<file path="src/hw/pwmasd_map.svh">
// register offsets, field positions, reset values and timing counts of the pwm output stage
`ifndef PWMASD_MAP_SVH
`define PWMASD_MAP_SVH

// ****************************************************************
// register offsets (8-bit address space)
// ****************************************************************
`define PWMASD_OFF_SHUTDOWN  8'h00
`define PWMASD_OFF_DEADBAND  8'h01
`define PWMASD_OFF_CONTROL   8'h02
`define PWMASD_OFF_IRQ_STAT  8'h03
`define PWMASD_OFF_IRQ_MASK  8'h04

// ****************************************************************
// shutdown control register fields
// ****************************************************************
`define PWMASD_SD_STAT_BIT   7
`define PWMASD_SD_SRC_HI     6
`define PWMASD_SD_SRC_LO     4
`define PWMASD_SD_AC_HI      3
`define PWMASD_SD_AC_LO      2
`define PWMASD_SD_BD_HI      1
`define PWMASD_SD_BD_LO      0

// source select bits inside the three-bit field
`define PWMASD_SRC_EXT_INT   0
`define PWMASD_SRC_COMP_ONE  1
`define PWMASD_SRC_COMP_TWO  2

// pair shutdown state codes
`define PWMASD_PSS_DRIVE0    2'h0
`define PWMASD_PSS_DRIVE1    2'h1
`define PWMASD_PSS_TRI_BIT   1

// ****************************************************************
// dead-band and control register fields
// ****************************************************************
`define PWMASD_DB_HI         6
`define PWMASD_DB_LO         0
`define PWMASD_CTL_STEER_HI  1
`define PWMASD_CTL_STEER_LO  0
`define PWMASD_CTL_EN_BIT    2

// interrupt status / mask bits
`define PWMASD_IRQ_SHUTDOWN  0
`define PWMASD_IRQ_STARTED   1

// ****************************************************************
// reset values
// ****************************************************************
`define PWMASD_RST_SHUTDOWN  8'h00
`define PWMASD_RST_DEADBAND  7'h00
`define PWMASD_RST_CONTROL   3'h0
`define PWMASD_RST_IRQ       2'h0

// ****************************************************************
// timing: one instruction cycle is four oscillator (clk_sys) periods
// ****************************************************************
`define PWMASD_CLK_PERIOD_NS 5
`define PWMASD_TCY_OSC       4

`endif

</file>
<file path="src/hw/pwmasd_pkg.sv">
// types shared by the pwm auto-shutdown and dead-band output stage
package pwmasd_pkg;

  // output steering modes
  typedef enum logic [1:0] {
    PWMASD_MODE_SINGLE   = 2'h0,
    PWMASD_MODE_FULL_FWD = 2'h1,
    PWMASD_MODE_HALF     = 2'h2,
    PWMASD_MODE_FULL_REV = 2'h3
  } pwmasd_mode_type;

  // output start sequencer, one-hot
  typedef enum logic [2:0] {
    PWMASD_ST_IDLE = 3'h1,
    PWMASD_ST_WAIT = 3'h2,
    PWMASD_ST_RUN  = 3'h4
  } pwmasd_state_type;

  // level and enable of the four pins, index 0..3 = a, b, c, d
  typedef struct packed {
    logic [3:0] lvl;
    logic [3:0] oe;
  } pwmasd_pins_type;

  // shutdown control register image
  typedef struct packed {
    logic       status;
    logic [2:0] src_sel;
    logic [1:0] pss_ac;
    logic [1:0] pss_bd;
  } pwmasd_sdctl_type;

endpackage : pwmasd_pkg

</file>
<file path="src/hw/pwmasd_deadband.sv">
// rising-edge delay cell: passes falls at once and delays rises by a cycle count
`timescale 1ns/1ps

module pwmasd_deadband (
  input  wire logic       clk_sys_i,
  input  wire logic       rst_b_i,
  input  wire logic       level_i,
  input  wire logic       bypass_i,
  input  wire logic [8:0] delay_i,
  output logic            level_o
);

  logic [8:0] cnt_q;
  logic [8:0] cnt_d;
  logic       lvl_q;
  logic       lvl_d;
  logic       expired;

  // count while the wanted level is active; a fall clears at once
  assign expired = bypass_i | (cnt_q >= delay_i);
  assign lvl_d   = level_i & expired;
  assign cnt_d   = (!level_i) ? 9'h000 : (expired ? cnt_q : 9'(cnt_q + 9'h001));

  // ****************************************************************
  // delay state
  // ****************************************************************
  always_ff @(posedge clk_sys_i or negedge rst_b_i) begin
    if (!rst_b_i) begin
      cnt_q <= 9'h000;
      lvl_q <= 1'b0;
    end else begin
      cnt_q <= cnt_d;
      lvl_q <= lvl_d;
    end
  end

  assign level_o = lvl_q;

endmodule : pwmasd_deadband

</file>
<file path="src/hw/pwmasd_top.sv">
// pwm output stage: steering, start hold-off, dead-band and auto-shutdown
`timescale 1ns/1ps
`include "pwmasd_map.svh"

// ****************************************************************
// pwmasd_top
// ****************************************************************
module pwmasd_top
  import pwmasd_pkg::*;
(
  input  wire logic       clk_sys_i,
  input  wire logic       rst_b_i,
  // register port
  input  wire logic [7:0] addr_i,
  input  wire logic [7:0] wdata_i,
  input  wire logic       wr_i,
  input  wire logic       rd_i,
  output logic      [7:0] rdata_o,
  // modulated signal and period marker from the rest of the unit
  input  wire logic       pwm_mod_i,
  input  wire logic       period_start_i,
  // shutdown sources
  input  wire logic       ext_int_n_i,
  input  wire logic       comparator_one_i,
  input  wire logic       comparator_two_i,
  // output pins toward the bridge drivers, and the interrupt request
  output logic            pwm_out_a_o,
  output logic            pwm_out_a_oe_o,
  output logic            pwm_out_b_o,
  output logic            pwm_out_b_oe_o,
  output logic            pwm_out_c_o,
  output logic            pwm_out_c_oe_o,
  output logic            pwm_out_d_o,
  output logic            pwm_out_d_oe_o,
  output logic            irq_o
);

  import pwmasd_pkg::*;

  // ****************************************************************
  // declarations
  // ****************************************************************
  pwmasd_sdctl_type sdctl_q;
  logic             sd_status_d;
  logic       [6:0] db_len_q;
  pwmasd_mode_type  steer_q;
  logic             pwm_en_q;
  logic       [1:0] irq_stat_q;
  logic       [1:0] irq_stat_d;
  logic       [1:0] irq_mask_q;
  logic             irq_q;
  logic       [7:0] rdata_q;
  logic       [7:0] rdata_d;
  pwmasd_state_type state_q;
  pwmasd_state_type state_d;
  pwmasd_pins_type  pins_q;
  pwmasd_pins_type  pins_d;
  pwmasd_pins_type  pins_safe;

  logic             wr_sd;
  logic             wr_db;
  logic             wr_ctl;
  logic             wr_ist;
  logic             wr_imk;
  logic       [2:0] hw_src;
  logic             hw_evt;
  logic             sw_set;
  logic             sw_clr;
  logic             sd_set_evt;
  logic             shut_now;
  logic             run;
  logic             start_evt;
  logic             is_half;
  logic       [8:0] db_cycles;
  logic       [3:0] raw_lvl;
  logic       [3:0] raw_oe;
  logic             db_a;
  logic             db_b;
  logic             ac_lvl;
  logic             ac_oe;
  logic             bd_lvl;
  logic             bd_oe;

  // ****************************************************************
  // register write decode
  // ****************************************************************
  // one strobe per register; unmapped writes fall through harmlessly
  assign wr_sd  = wr_i & (addr_i == `PWMASD_OFF_SHUTDOWN);
  assign wr_db  = wr_i & (addr_i == `PWMASD_OFF_DEADBAND);
  assign wr_ctl = wr_i & (addr_i == `PWMASD_OFF_CONTROL);
  assign wr_ist = wr_i & (addr_i == `PWMASD_OFF_IRQ_STAT);
  assign wr_imk = wr_i & (addr_i == `PWMASD_OFF_IRQ_MASK);

  // ****************************************************************
  // shutdown sources and status
  // ****************************************************************
  // armed hardware sources; the external pin trips on a low level
  assign hw_src[`PWMASD_SRC_EXT_INT]  = ~ext_int_n_i;
  assign hw_src[`PWMASD_SRC_COMP_ONE] = comparator_one_i;
  assign hw_src[`PWMASD_SRC_COMP_TWO] = comparator_two_i;
  assign hw_evt = |(hw_src & sdctl_q.src_sel);

  // a software write of one counts as an event just like a source
  assign sw_set = wr_sd & wdata_i[`PWMASD_SD_STAT_BIT];
  assign sw_clr = wr_sd & ~wdata_i[`PWMASD_SD_STAT_BIT];

  // set beats clear: an event arriving with a clear write is kept,
  // so a source still active makes the clear ineffective
  assign sd_status_d = (hw_evt | sw_set) ? 1'b1 :
                       (sw_clr ? 1'b0 : sdctl_q.status);

  assign sd_set_evt = (hw_evt | sw_set) & ~sdctl_q.status;

  // combinational path from sources to pins: no clock edge is needed,
  // the stored status then holds the pins once the source is gone;
  // a source pulse shorter than a clock still forces the pins, but the
  // status only latches if the source is active at a rising edge
  assign shut_now = hw_evt | sdctl_q.status;

  // ****************************************************************
  // control registers
  // ****************************************************************
  always_ff @(posedge clk_sys_i or negedge rst_b_i) begin
    if (!rst_b_i) begin
      sdctl_q  <= pwmasd_sdctl_type'(`PWMASD_RST_SHUTDOWN);
      db_len_q <= `PWMASD_RST_DEADBAND;
      steer_q  <= PWMASD_MODE_SINGLE;
      pwm_en_q <= 1'b0;
    end else begin
      sdctl_q.status <= sd_status_d;
      if (wr_sd) begin
        sdctl_q.src_sel <= wdata_i[`PWMASD_SD_SRC_HI:`PWMASD_SD_SRC_LO];
        sdctl_q.pss_ac  <= wdata_i[`PWMASD_SD_AC_HI:`PWMASD_SD_AC_LO];
        sdctl_q.pss_bd  <= wdata_i[`PWMASD_SD_BD_HI:`PWMASD_SD_BD_LO];
      end
      if (wr_db) begin
        db_len_q <= wdata_i[`PWMASD_DB_HI:`PWMASD_DB_LO];
      end
      if (wr_ctl) begin
        steer_q  <= pwmasd_mode_type'(wdata_i[`PWMASD_CTL_STEER_HI:`PWMASD_CTL_STEER_LO]);
        pwm_en_q <= wdata_i[`PWMASD_CTL_EN_BIT];
      end
    end
  end

  // ****************************************************************
  // start sequencer
  // ****************************************************************
  // after enable, wait for a period boundary so the first pulse is whole
  // dropping enable goes back to idle, so a re-enable waits for a fresh period
  always_comb begin
    state_d = state_q;
    case (state_q)
      PWMASD_ST_IDLE: begin
        if (pwm_en_q) begin
          state_d = PWMASD_ST_WAIT;
        end
      end
      PWMASD_ST_WAIT: begin
        if (!pwm_en_q) begin
          state_d = PWMASD_ST_IDLE;
        end else if (period_start_i) begin
          state_d = PWMASD_ST_RUN;
        end
      end
      PWMASD_ST_RUN: begin
        if (!pwm_en_q) begin
          state_d = PWMASD_ST_IDLE;
        end
      end
      default: begin
        state_d = PWMASD_ST_IDLE;
      end
    endcase
  end

  always_ff @(posedge clk_sys_i or negedge rst_b_i) begin
    if (!rst_b_i) begin
      state_q <= PWMASD_ST_IDLE;
    end else begin
      state_q <= state_d;
    end
  end

  assign run       = (state_q == PWMASD_ST_RUN);
  assign start_evt = (state_q == PWMASD_ST_WAIT) & pwm_en_q & period_start_i;

  // ****************************************************************
  // output steering
  // ****************************************************************
  // pins idle low and undriven until the sequencer reaches run
  // a mode change while running is not aligned to the period boundary
  assign is_half = (steer_q == PWMASD_MODE_HALF);

  // pin a: modulated in single and half, active in forward
  assign raw_lvl[0] = run & ((steer_q == PWMASD_MODE_SINGLE) ? pwm_mod_i :
                             is_half ? pwm_mod_i :
                             (steer_q == PWMASD_MODE_FULL_FWD));
  // pin b: complement in half, modulated in reverse
  assign raw_lvl[1] = run & (is_half ? ~pwm_mod_i :
                             (steer_q == PWMASD_MODE_FULL_REV) & pwm_mod_i);
  // pin c: active only in reverse
  assign raw_lvl[2] = run & (steer_q == PWMASD_MODE_FULL_REV);
  // pin d: modulated only in forward
  assign raw_lvl[3] = run & (steer_q == PWMASD_MODE_FULL_FWD) & pwm_mod_i;

  // which pins the mode owns; others stay released for general i/o
  assign raw_oe[0] = run;
  assign raw_oe[1] = run & (steer_q != PWMASD_MODE_SINGLE);
  assign raw_oe[2] = run & steer_q[0];
  assign raw_oe[3] = run & steer_q[0];

  // ****************************************************************
  // dead-band
  // ****************************************************************
  // seven-bit length in instruction cycles, each four clocks long
  // longest band is 127 x 4 = 508 clocks, inside the nine-bit counter
  assign db_cycles = 9'({2'h0, db_len_q} * `PWMASD_TCY_OSC);

  // only rises are delayed; outside half-bridge the cells pass straight
  // a and b count separately, so each edge of the pair gets its own band
  pwmasd_deadband u_db_a (
    .clk_sys_i (clk_sys_i),
    .rst_b_i   (rst_b_i),
    .level_i   (raw_lvl[0]),
    .bypass_i  (~is_half),
    .delay_i   (db_cycles),
    .level_o   (db_a)
  );

  pwmasd_deadband u_db_b (
    .clk_sys_i (clk_sys_i),
    .rst_b_i   (rst_b_i),
    .level_i   (raw_lvl[1]),
    .bypass_i  (~is_half),
    .delay_i   (db_cycles),
    .level_o   (db_b)
  );

  // c and d get one flop so all four pins share the same latency
  // a and b take their flop inside the dead-band cells instead
  assign pins_d.lvl = {raw_lvl[3], raw_lvl[2], 2'h0};
  assign pins_d.oe  = raw_oe;

  always_ff @(posedge clk_sys_i or negedge rst_b_i) begin
    if (!rst_b_i) begin
      pins_q <= '0;
    end else begin
      pins_q <= pins_d;
    end
  end

  // ****************************************************************
  // shutdown pin states
  // ****************************************************************
  // each pair decodes its own field: drive 0, drive 1 or release
  // code 00 drives low, 01 drives high, 1x releases the pair
  assign ac_lvl = (sdctl_q.pss_ac == `PWMASD_PSS_DRIVE1);
  assign ac_oe  = ~sdctl_q.pss_ac[`PWMASD_PSS_TRI_BIT];
  assign bd_lvl = (sdctl_q.pss_bd == `PWMASD_PSS_DRIVE1);
  assign bd_oe  = ~sdctl_q.pss_bd[`PWMASD_PSS_TRI_BIT];

  // only pins the mode has enabled are forced; released pins stay released
  assign pins_safe.lvl = {bd_lvl, ac_lvl, bd_lvl, ac_lvl};
  assign pins_safe.oe  = pins_q.oe & {bd_oe, ac_oe, bd_oe, ac_oe};

  // pins leave the flops except under shutdown, which must not wait
  // for a clock edge; this is the one combinational path to the pins
  assign pwm_out_a_o    = shut_now ? pins_safe.lvl[0] : db_a;
  assign pwm_out_b_o    = shut_now ? pins_safe.lvl[1] : db_b;
  assign pwm_out_c_o    = shut_now ? pins_safe.lvl[2] : pins_q.lvl[2];
  assign pwm_out_d_o    = shut_now ? pins_safe.lvl[3] : pins_q.lvl[3];
  assign pwm_out_a_oe_o = shut_now ? pins_safe.oe[0] : pins_q.oe[0];
  assign pwm_out_b_oe_o = shut_now ? pins_safe.oe[1] : pins_q.oe[1];
  assign pwm_out_c_oe_o = shut_now ? pins_safe.oe[2] : pins_q.oe[2];
  assign pwm_out_d_oe_o = shut_now ? pins_safe.oe[3] : pins_q.oe[3];

  // ****************************************************************
  // interrupts
  // ****************************************************************
  // sticky bits, write one to clear; a new event in the clear cycle wins
  assign irq_stat_d[`PWMASD_IRQ_SHUTDOWN] = sd_set_evt |
      (irq_stat_q[`PWMASD_IRQ_SHUTDOWN] & ~(wr_ist & wdata_i[`PWMASD_IRQ_SHUTDOWN]));
  assign irq_stat_d[`PWMASD_IRQ_STARTED] = start_evt |
      (irq_stat_q[`PWMASD_IRQ_STARTED] & ~(wr_ist & wdata_i[`PWMASD_IRQ_STARTED]));

  // the mask meets the next status, so irq_o rises with the flag, not a cycle later
  always_ff @(posedge clk_sys_i or negedge rst_b_i) begin
    if (!rst_b_i) begin
      irq_stat_q <= `PWMASD_RST_IRQ;
      irq_mask_q <= `PWMASD_RST_IRQ;
      irq_q      <= 1'b0;
    end else begin
      irq_stat_q <= irq_stat_d;
      if (wr_imk) begin
        irq_mask_q <= wdata_i[1:0];
      end
      irq_q <= |(irq_stat_d & (wr_imk ? wdata_i[1:0] : irq_mask_q));
    end
  end

  assign irq_o = irq_q;

  // ****************************************************************
  // read back
  // ****************************************************************
  // data valid only in the cycle after the read strobe, zero otherwise
  // reads have no side effects, so polling the status never loses a flag
  always_comb begin
    rdata_d = 8'h00;
    case (addr_i)
      `PWMASD_OFF_SHUTDOWN: rdata_d = sdctl_q;
      `PWMASD_OFF_DEADBAND: rdata_d = {1'b0, db_len_q};
      `PWMASD_OFF_CONTROL:  rdata_d = {5'h00, pwm_en_q, steer_q};
      `PWMASD_OFF_IRQ_STAT: rdata_d = {6'h00, irq_stat_q};
      `PWMASD_OFF_IRQ_MASK: rdata_d = {6'h00, irq_mask_q};
      default:              rdata_d = 8'h00;
    endcase
  end

  always_ff @(posedge clk_sys_i or negedge rst_b_i) begin
    if (!rst_b_i) begin
      rdata_q <= 8'h00;
    end else begin
      rdata_q <= rd_i ? rdata_d : 8'h00;
    end
  end

  assign rdata_o = rdata_q;

endmodule : pwmasd_top

</file>
<file path="config.mk">
export PLATFORM = sky130hd
export DESIGN_NAME = pwmasd_top
export DESIGN_NICKNAME = d
export VERILOG_FILES = /design/src/hw/pwmasd_pkg.sv /design/src/hw/pwmasd_deadband.sv /design/src/hw/pwmasd_top.sv
export VERILOG_INCLUDE_DIRS = /design/src /design/src/hw
export SDC_FILE = /design/constraint.sdc
export NUM_CORES = 1
export LEC_CHECK = 0
export BUFFER_PORTS_ARGS = -buffer_cell sky130_fd_sc_hd__buf_2
export CAP_MARGIN = 20
export CORE_AREA = 2 2 76 78
export DETAILED_ROUTE_END_ITERATION = 7
export DIE_AREA = 0 0 78 80
export PLACE_DENSITY = 0.84
export SYNTH_ARGS = -nofsm -noshare
export SYNTH_HDL_FRONTEND = slang
export SYNTH_SLANG_ARGS = --single-unit
</file>
<file path="constraint.sdc">
create_clock -name clk_sys_i -period 2.8 [get_ports clk_sys_i]
set_input_delay 0.28 -clock clk_sys_i [delete_from_list [all_inputs] [get_ports clk_sys_i]]
set_output_delay 0.28 -clock clk_sys_i [all_outputs]
set_load 0.05 [all_outputs]
</file>
# Word level (Yosys, flattened, before mapping)
# Index checks and enable logic that the tools add are counted.
word_totals:
  inputBits: 25
  wordCells: 113
  out_inout_bits: 17
  regBits: 59
op_classes:
  n_addsub: 2
  reduce_logical: 7
  muxes: 25
  n_bitwise: 42
  order_cmp: 2
  n_eq_ne: 17
op_table:
  columns: ["operator", "n"]
  rows:
  - ["case mux 8 bit (5 select lines)", 1]
  - ["two-way mux 9 bit", 4]
  - ["AND 1 bit", 24]
  - ["adder 9 x 1 -> 9 bit, second input constant", 2]
  - ["greater-or-equal comparator 9 bit", 2]
  - ["equality test 8 x 2 -> 1 bit, second input constant", 2]
  - ["two-way mux 1 bit", 13]
  - ["two-way mux 3 bit", 4]
  - ["NOT 1 bit", 9]
  - ["case mux 3 bit (3 select lines)", 1]
  - ["equality test 8 x 1 -> 1 bit, second input constant", 1]
  - ["equality test 8 x 3 -> 1 bit, second input constant", 1]
  - ["logical NOT 8 bit", 1]
  - ["two-way mux 8 bit", 1]
  - ["!= test 2 bit, second input constant", 4]
  - ["equality test 2 x 1 -> 1 bit, second input constant", 3]
  - ["OR 1 bit", 6]
  - ["AND 4 bit", 1]
  - ["equality test 2 bit, second input constant", 2]
  - ["nonzero test 2 bit", 2]
  - ["AND 3 bit", 1]
  - ["equality test 3 x 1 -> 1 bit, second input constant", 1]
  - ["equality test 3 x 2 -> 1 bit, second input constant", 1]
  - ["equality test 3 bit, second input constant", 1]
  - ["other kinds (7)", 7]

# Logic depth before layout (Yosys ltp)
depth:
  depth_word: 8
  ltp_mapped: 7
  mapped_depth_nobuf: 7

# By module
# A second synthesis with hierarchy kept.
hier_totals:
  hier_cells: 308
  area_unflattened_um2: 3309.4
modules_own_cells:
  columns: ["module", "cells_per_inst", "area_per_inst_um2", "seq_area_each_um2", "instances"]
  rows:
  - ["pwmasd_top", 150, 1833.0, 977.2, 1]
  - ["pwmasd_deadband", 79, 738.2, 250.2, 2]

# Worst setup path after synthesis
# Ideal clock, no wire load.
synth_timing:
  path_type: "reg2out"
  start: "reg sdctl_q[5] in the netlist's numbering"
  end: "out pwm_out_a_oe_o"
  arrival_ps: 2111
  required_time_ps: 2520
  path_buffers: 0
  setup_slack_ps: 409
  path_stages_with_launch: 5
  cell_sequence: "dfrtp_1 a22oi_1 o21ai_0 or2_2 a21boi_0"
synth_between:
  elab_chain_len: 4
synth_lines:
  columns: ["element", "line_no", "source"]
  rows:
  - ["from (decl)", "pwmasd_top.sv:43", "pwmasd_sdctl_type sdctl_q;"]
  - ["from (signal assigned)", "pwmasd_top.sv:125", "sdctl_q <= pwmasd_sdctl_type'(`PWMASD_RST_SHUTDOWN);"]
  - ["AND 3 bit", "pwmasd_top.sv:101", "assign hw_evt = |(hw_src & sdctl_q.src_sel);"]
  - ["OR reduction 3 bit", "pwmasd_top.sv:101", null]
  - ["OR 1 bit", "pwmasd_top.sv:118", "assign shut_now = hw_evt | sdctl_q.status;"]
  - ["two-way mux 1 bit", "pwmasd_top.sv:273", "assign pwm_out_a_oe_o = shut_now ? pins_safe.oe[0] : pins_q.oe[0];"]
  - ["to (decl)", "pwmasd_top.sv:28", "output logic pwm_out_a_oe_o,"]
# No other way between the ends.

# Worst setup path in the final report
layout_timing:
  start: "reg sdctl_q[5] in the netlist's numbering"
  end: "out pwm_out_c_oe_o"
layout_between:
  elab_chain_len: 4
layout_lines:
  columns: ["element", "line_no", "source"]
  rows:
  - ["AND 3 bit", "pwmasd_top.sv:101", null]
  - ["OR reduction 3 bit", "pwmasd_top.sv:101", null]
  - ["OR 1 bit", "pwmasd_top.sv:118", null]
  - ["two-way mux 1 bit", "pwmasd_top.sv:275", "assign pwm_out_c_oe_o = shut_now ? pins_safe.oe[2] : pins_q.oe[2];"]
  - ["to (decl)", "pwmasd_top.sv:32", "output logic pwm_out_c_oe_o,"]
# No other way between the ends.

==> metrics.md <==
| Metric | Value |
|---|---|
| Status | complete, no violations |
| Worst VDD drop | between 300 and 400 µV |
| Crit path time final | between 2 and 2.5 ns |
| Post-CTS Hold Buffers | 0 |
| Post-synth top cells | dfrtp_1, nor2_1, inv_1, ha_1, nand2_1 |
| Placed Cells | 400 |
| Drt initial violations | roughly 160 |
| Final Skew | between 0.007 and 0.008 ns |
| MaxCap Viol Count | 0 |
| Worst R2R Setup Slack | between 0.6 and 0.7 ns |
| Largest net degree at the start of global routing | 60 |
| LEAKAGE | 0.001745 µW |
| Synth area leader | dfrtp_1 |
| Syn Nets | 335 |
| CP Buf/Inv Count | 1 |
| CTS H-tree depth | 3 |
| CP Launch Point | sdctl_q[5] |
| Die Wd | just under 80 µm |
| Sequential element share of the synthesized area | 47.15% |
| Initial Utilization | approximately 58% |
| Crit path depth | 5 |
| FMAX | between 400 and 500 MHz |
| Setup crit end kind | output port |
| Fraction of registers with async set/reset | 100.0% |
| DP HPWL | 4620 µm |
| Drc violations | 0 |
| Hold Crit Class | in -> async |
| Critical Path Fanout Max | 5 |
| Critical path, cell by cell | a22oi_1 > o21ai_0 > or2_2 > a21boi_0 > buf_2 |
| Max stage delay on crit path | 0.40 ns |
| Synth cell types | 43 |
| Vias post-DR | ~2400 |
| Startpoint types | register |
| Final period utilization | between 80 and 90% |
| Initial antenna violation count | 0 |
| Cts repair resizes | 0 |
| Cell Rows | 27 |
| Num ports | 42 |
| First-pass iteration count of the detailed router | 4 |
| Worst reg-to-reg path cell count | 6 |
| Final TNS setup | 0 ns |
| Ant diodes | 0 |
| Top post-synthesis cells by area | dfrtp_1, ha_1, mux2i_1 |
| Max Root-Sink Buffers | 2 |
| Origin of the critical flop-to-flop path | db_len_q[0] |
| Final GP Congestion | between 0.8 and 0.9 |
| Netlist Area Pre-Place | between 3000 and 4000 µm² |
| Worst-Skew Late Latency | ~0.33 ns |
| Ratio of cells with drive above 1 in the final layout | ~25% |
| Clock root buffer | clkbuf_8 |
| Post-Synthesis Cells | 292 |
| Post-Syn Area per Cell | around 11 µm² |
| Max-slew headroom | between 50% and 60% |
| Crit Path Category | reg -> out |
| CORE AREA | between 5000 and 6000 µm² |
| Warnings from Yosys | 0 |
| WL per Instance | around 15 µm |
| Post-route ant nets | 0 |
| Total gr overflow | 0 |
| CTS tree | built |
| Most common cell in the netlist | dfrtp_1 |
| First-pass GRT wire length | 11010 µm |
| Final hold violations | 0 |
| Final Net Count | 382 |
| Area share of the leading cell type in the synthesized netlist | 46.31% |
| Vias in the first global route | between 2000 and 2500 |
| CTS sink count | roughly 60 |
| Gr usage total | 22.92% |
| Final Util | approximately two thirds |
| Area delta synth->final | 15.05% |
| Port bufs | between 40 and 50 |
| Die Y | 80 µm |
| Final setup viols | 0 |
| Post-DR vias/cell | ~5.7 |
| Max Slew Vio Count | 0 |
| Postcts setup bufs | 0 |
| CTS Buf Count | 9 |
| Final WL | ~6300 µm |
| Primary FF master, synth | dfrtp_1 |
| RR Endpoint | u_db_b.cnt_q[3] |
| Req. time, crit path | between 2 and 3 ns |
| Critical path destination | pwm_out_c_oe_o |
| Finished Layout Cells | about 420 |
| Worst-path clk slew | around 0.070 ns |
| RSZ-0062 raised after global routing | false |
| #FFs+latches synth | 59 |
| Crit path arrival time | between 2 and 2.5 ns |
| Slowest cell on the critical path | dfrtp_1 |
| Post-synth EDFFs | 0 |
| Die Area | between 6000 and 7000 µm² |
| Cell area after placement | about 3400 µm² |
| Worst-Margin Slew | 0.7277 ns |
| Design Area, Final | ~3600 µm² |
| PwrDens | 505.7 nW/µm² |
| CP delay by family, top | compound AO/OA/AOI/OAI gates |
| Hold slack | 0.08921 ns |
-- cell families after synthesis --
kind of cell	count (synthesis)	synth area share [%]
simple gates	90	15.17
fa+ha+maj	18	7.186
buf+inv	26	3.193
compound gates	55	12.18
xor+xnor	12	3.353
flops	59	47.15
mux	32	11.78
-- metal layers --
metal | vias to the layer above | part of all wire (%) | global-route usage [%]
met5 | - | 0 | 0
met4 | 0 | 1.3 | 11.40
met3 | 10 | 5.6 | 4.751
met2 | 67 | 47 | 35.86
met1 | 1139 | 46 | 30.42
li1 | 1136 | - | -
-- placed cells by master, fill, tap and decap left out, drive strengths merged, types with 2 or more instances in the layout --
cell type and instances:
a2111oi 4, a211oi 6, a21boi 6, a21o 6, a21oi 10, a22oi 3
a31o 3, and2 4, and3 4, buf 42, clkbuf 11, clkinv 3
dfrtp 58, ha 18, inv 20, mux2 18, mux2i 14, nand2 19
nand3 10, nand3b 4, nand4 4, nor2 29, nor3 2, nor3b 8
o211ai 3, o21ai 8, o32ai 2, or3 2, xnor2 11
-- through the flow --
step	power, µW	worst slack [ns]
after floorplan	1013	0.4087
after global placement	1078	0.7357
after detailed placement	1084	0.6891
after CTS	1840	0.4788
after global routing	1903	0.2874
final	1824	0.4934
-- state kept, by name (all words and copies together) (netlist names) --
name	count
db_len_q	7
irq_mask_q	2
irq_o	1
irq_stat_q	2
pins_q	5
pwm_en_q	1
rdata_o	8
sdctl_q	8
state_q	3
steer_q	2
u_db_a.cnt_q	9
u_db_a.level_o	1
u_db_b.cnt_q	9
u_db_b.level_o	1
-- report_power, final --
part	total, µW	switching [µW]	internal (µW)
Clock	754	324	430
Sequential	902	25.4	876
Combinational	168	104	64.5
Total	1820	453	1370
-- final cells by class --
class | count | area [µm²]
clock inverters | 5 | 52.55
well taps | 72 | 90.09
inverters | 20 | 75.07
multi-input cells | 207 | 1556
flip-flops and latches | 59 | 1478
repair buffers | 42 | 212.7
fillers | 426 | 1799
clock buffers | 11 | 141.4
-- how the worst min path moves through the flow --
| stage | cells past startpoint | to | start |
|---|---|---|---|
| after global routing | 2 | u_db_a.cnt_q[1] | rst_b_i |
| after floorplan | 0 | db_len_q[0] | rst_b_i |
| after global placement | 2 | state_q[1] | rst_b_i |
| final | 2 | u_db_a.level_o | rst_b_i |
| after CTS | 2 | u_db_a.cnt_q[1] | rst_b_i |
| after detailed placement | 2 | u_db_a.cnt_q[1] | rst_b_i |
Power figures use the tool's default switching activity.
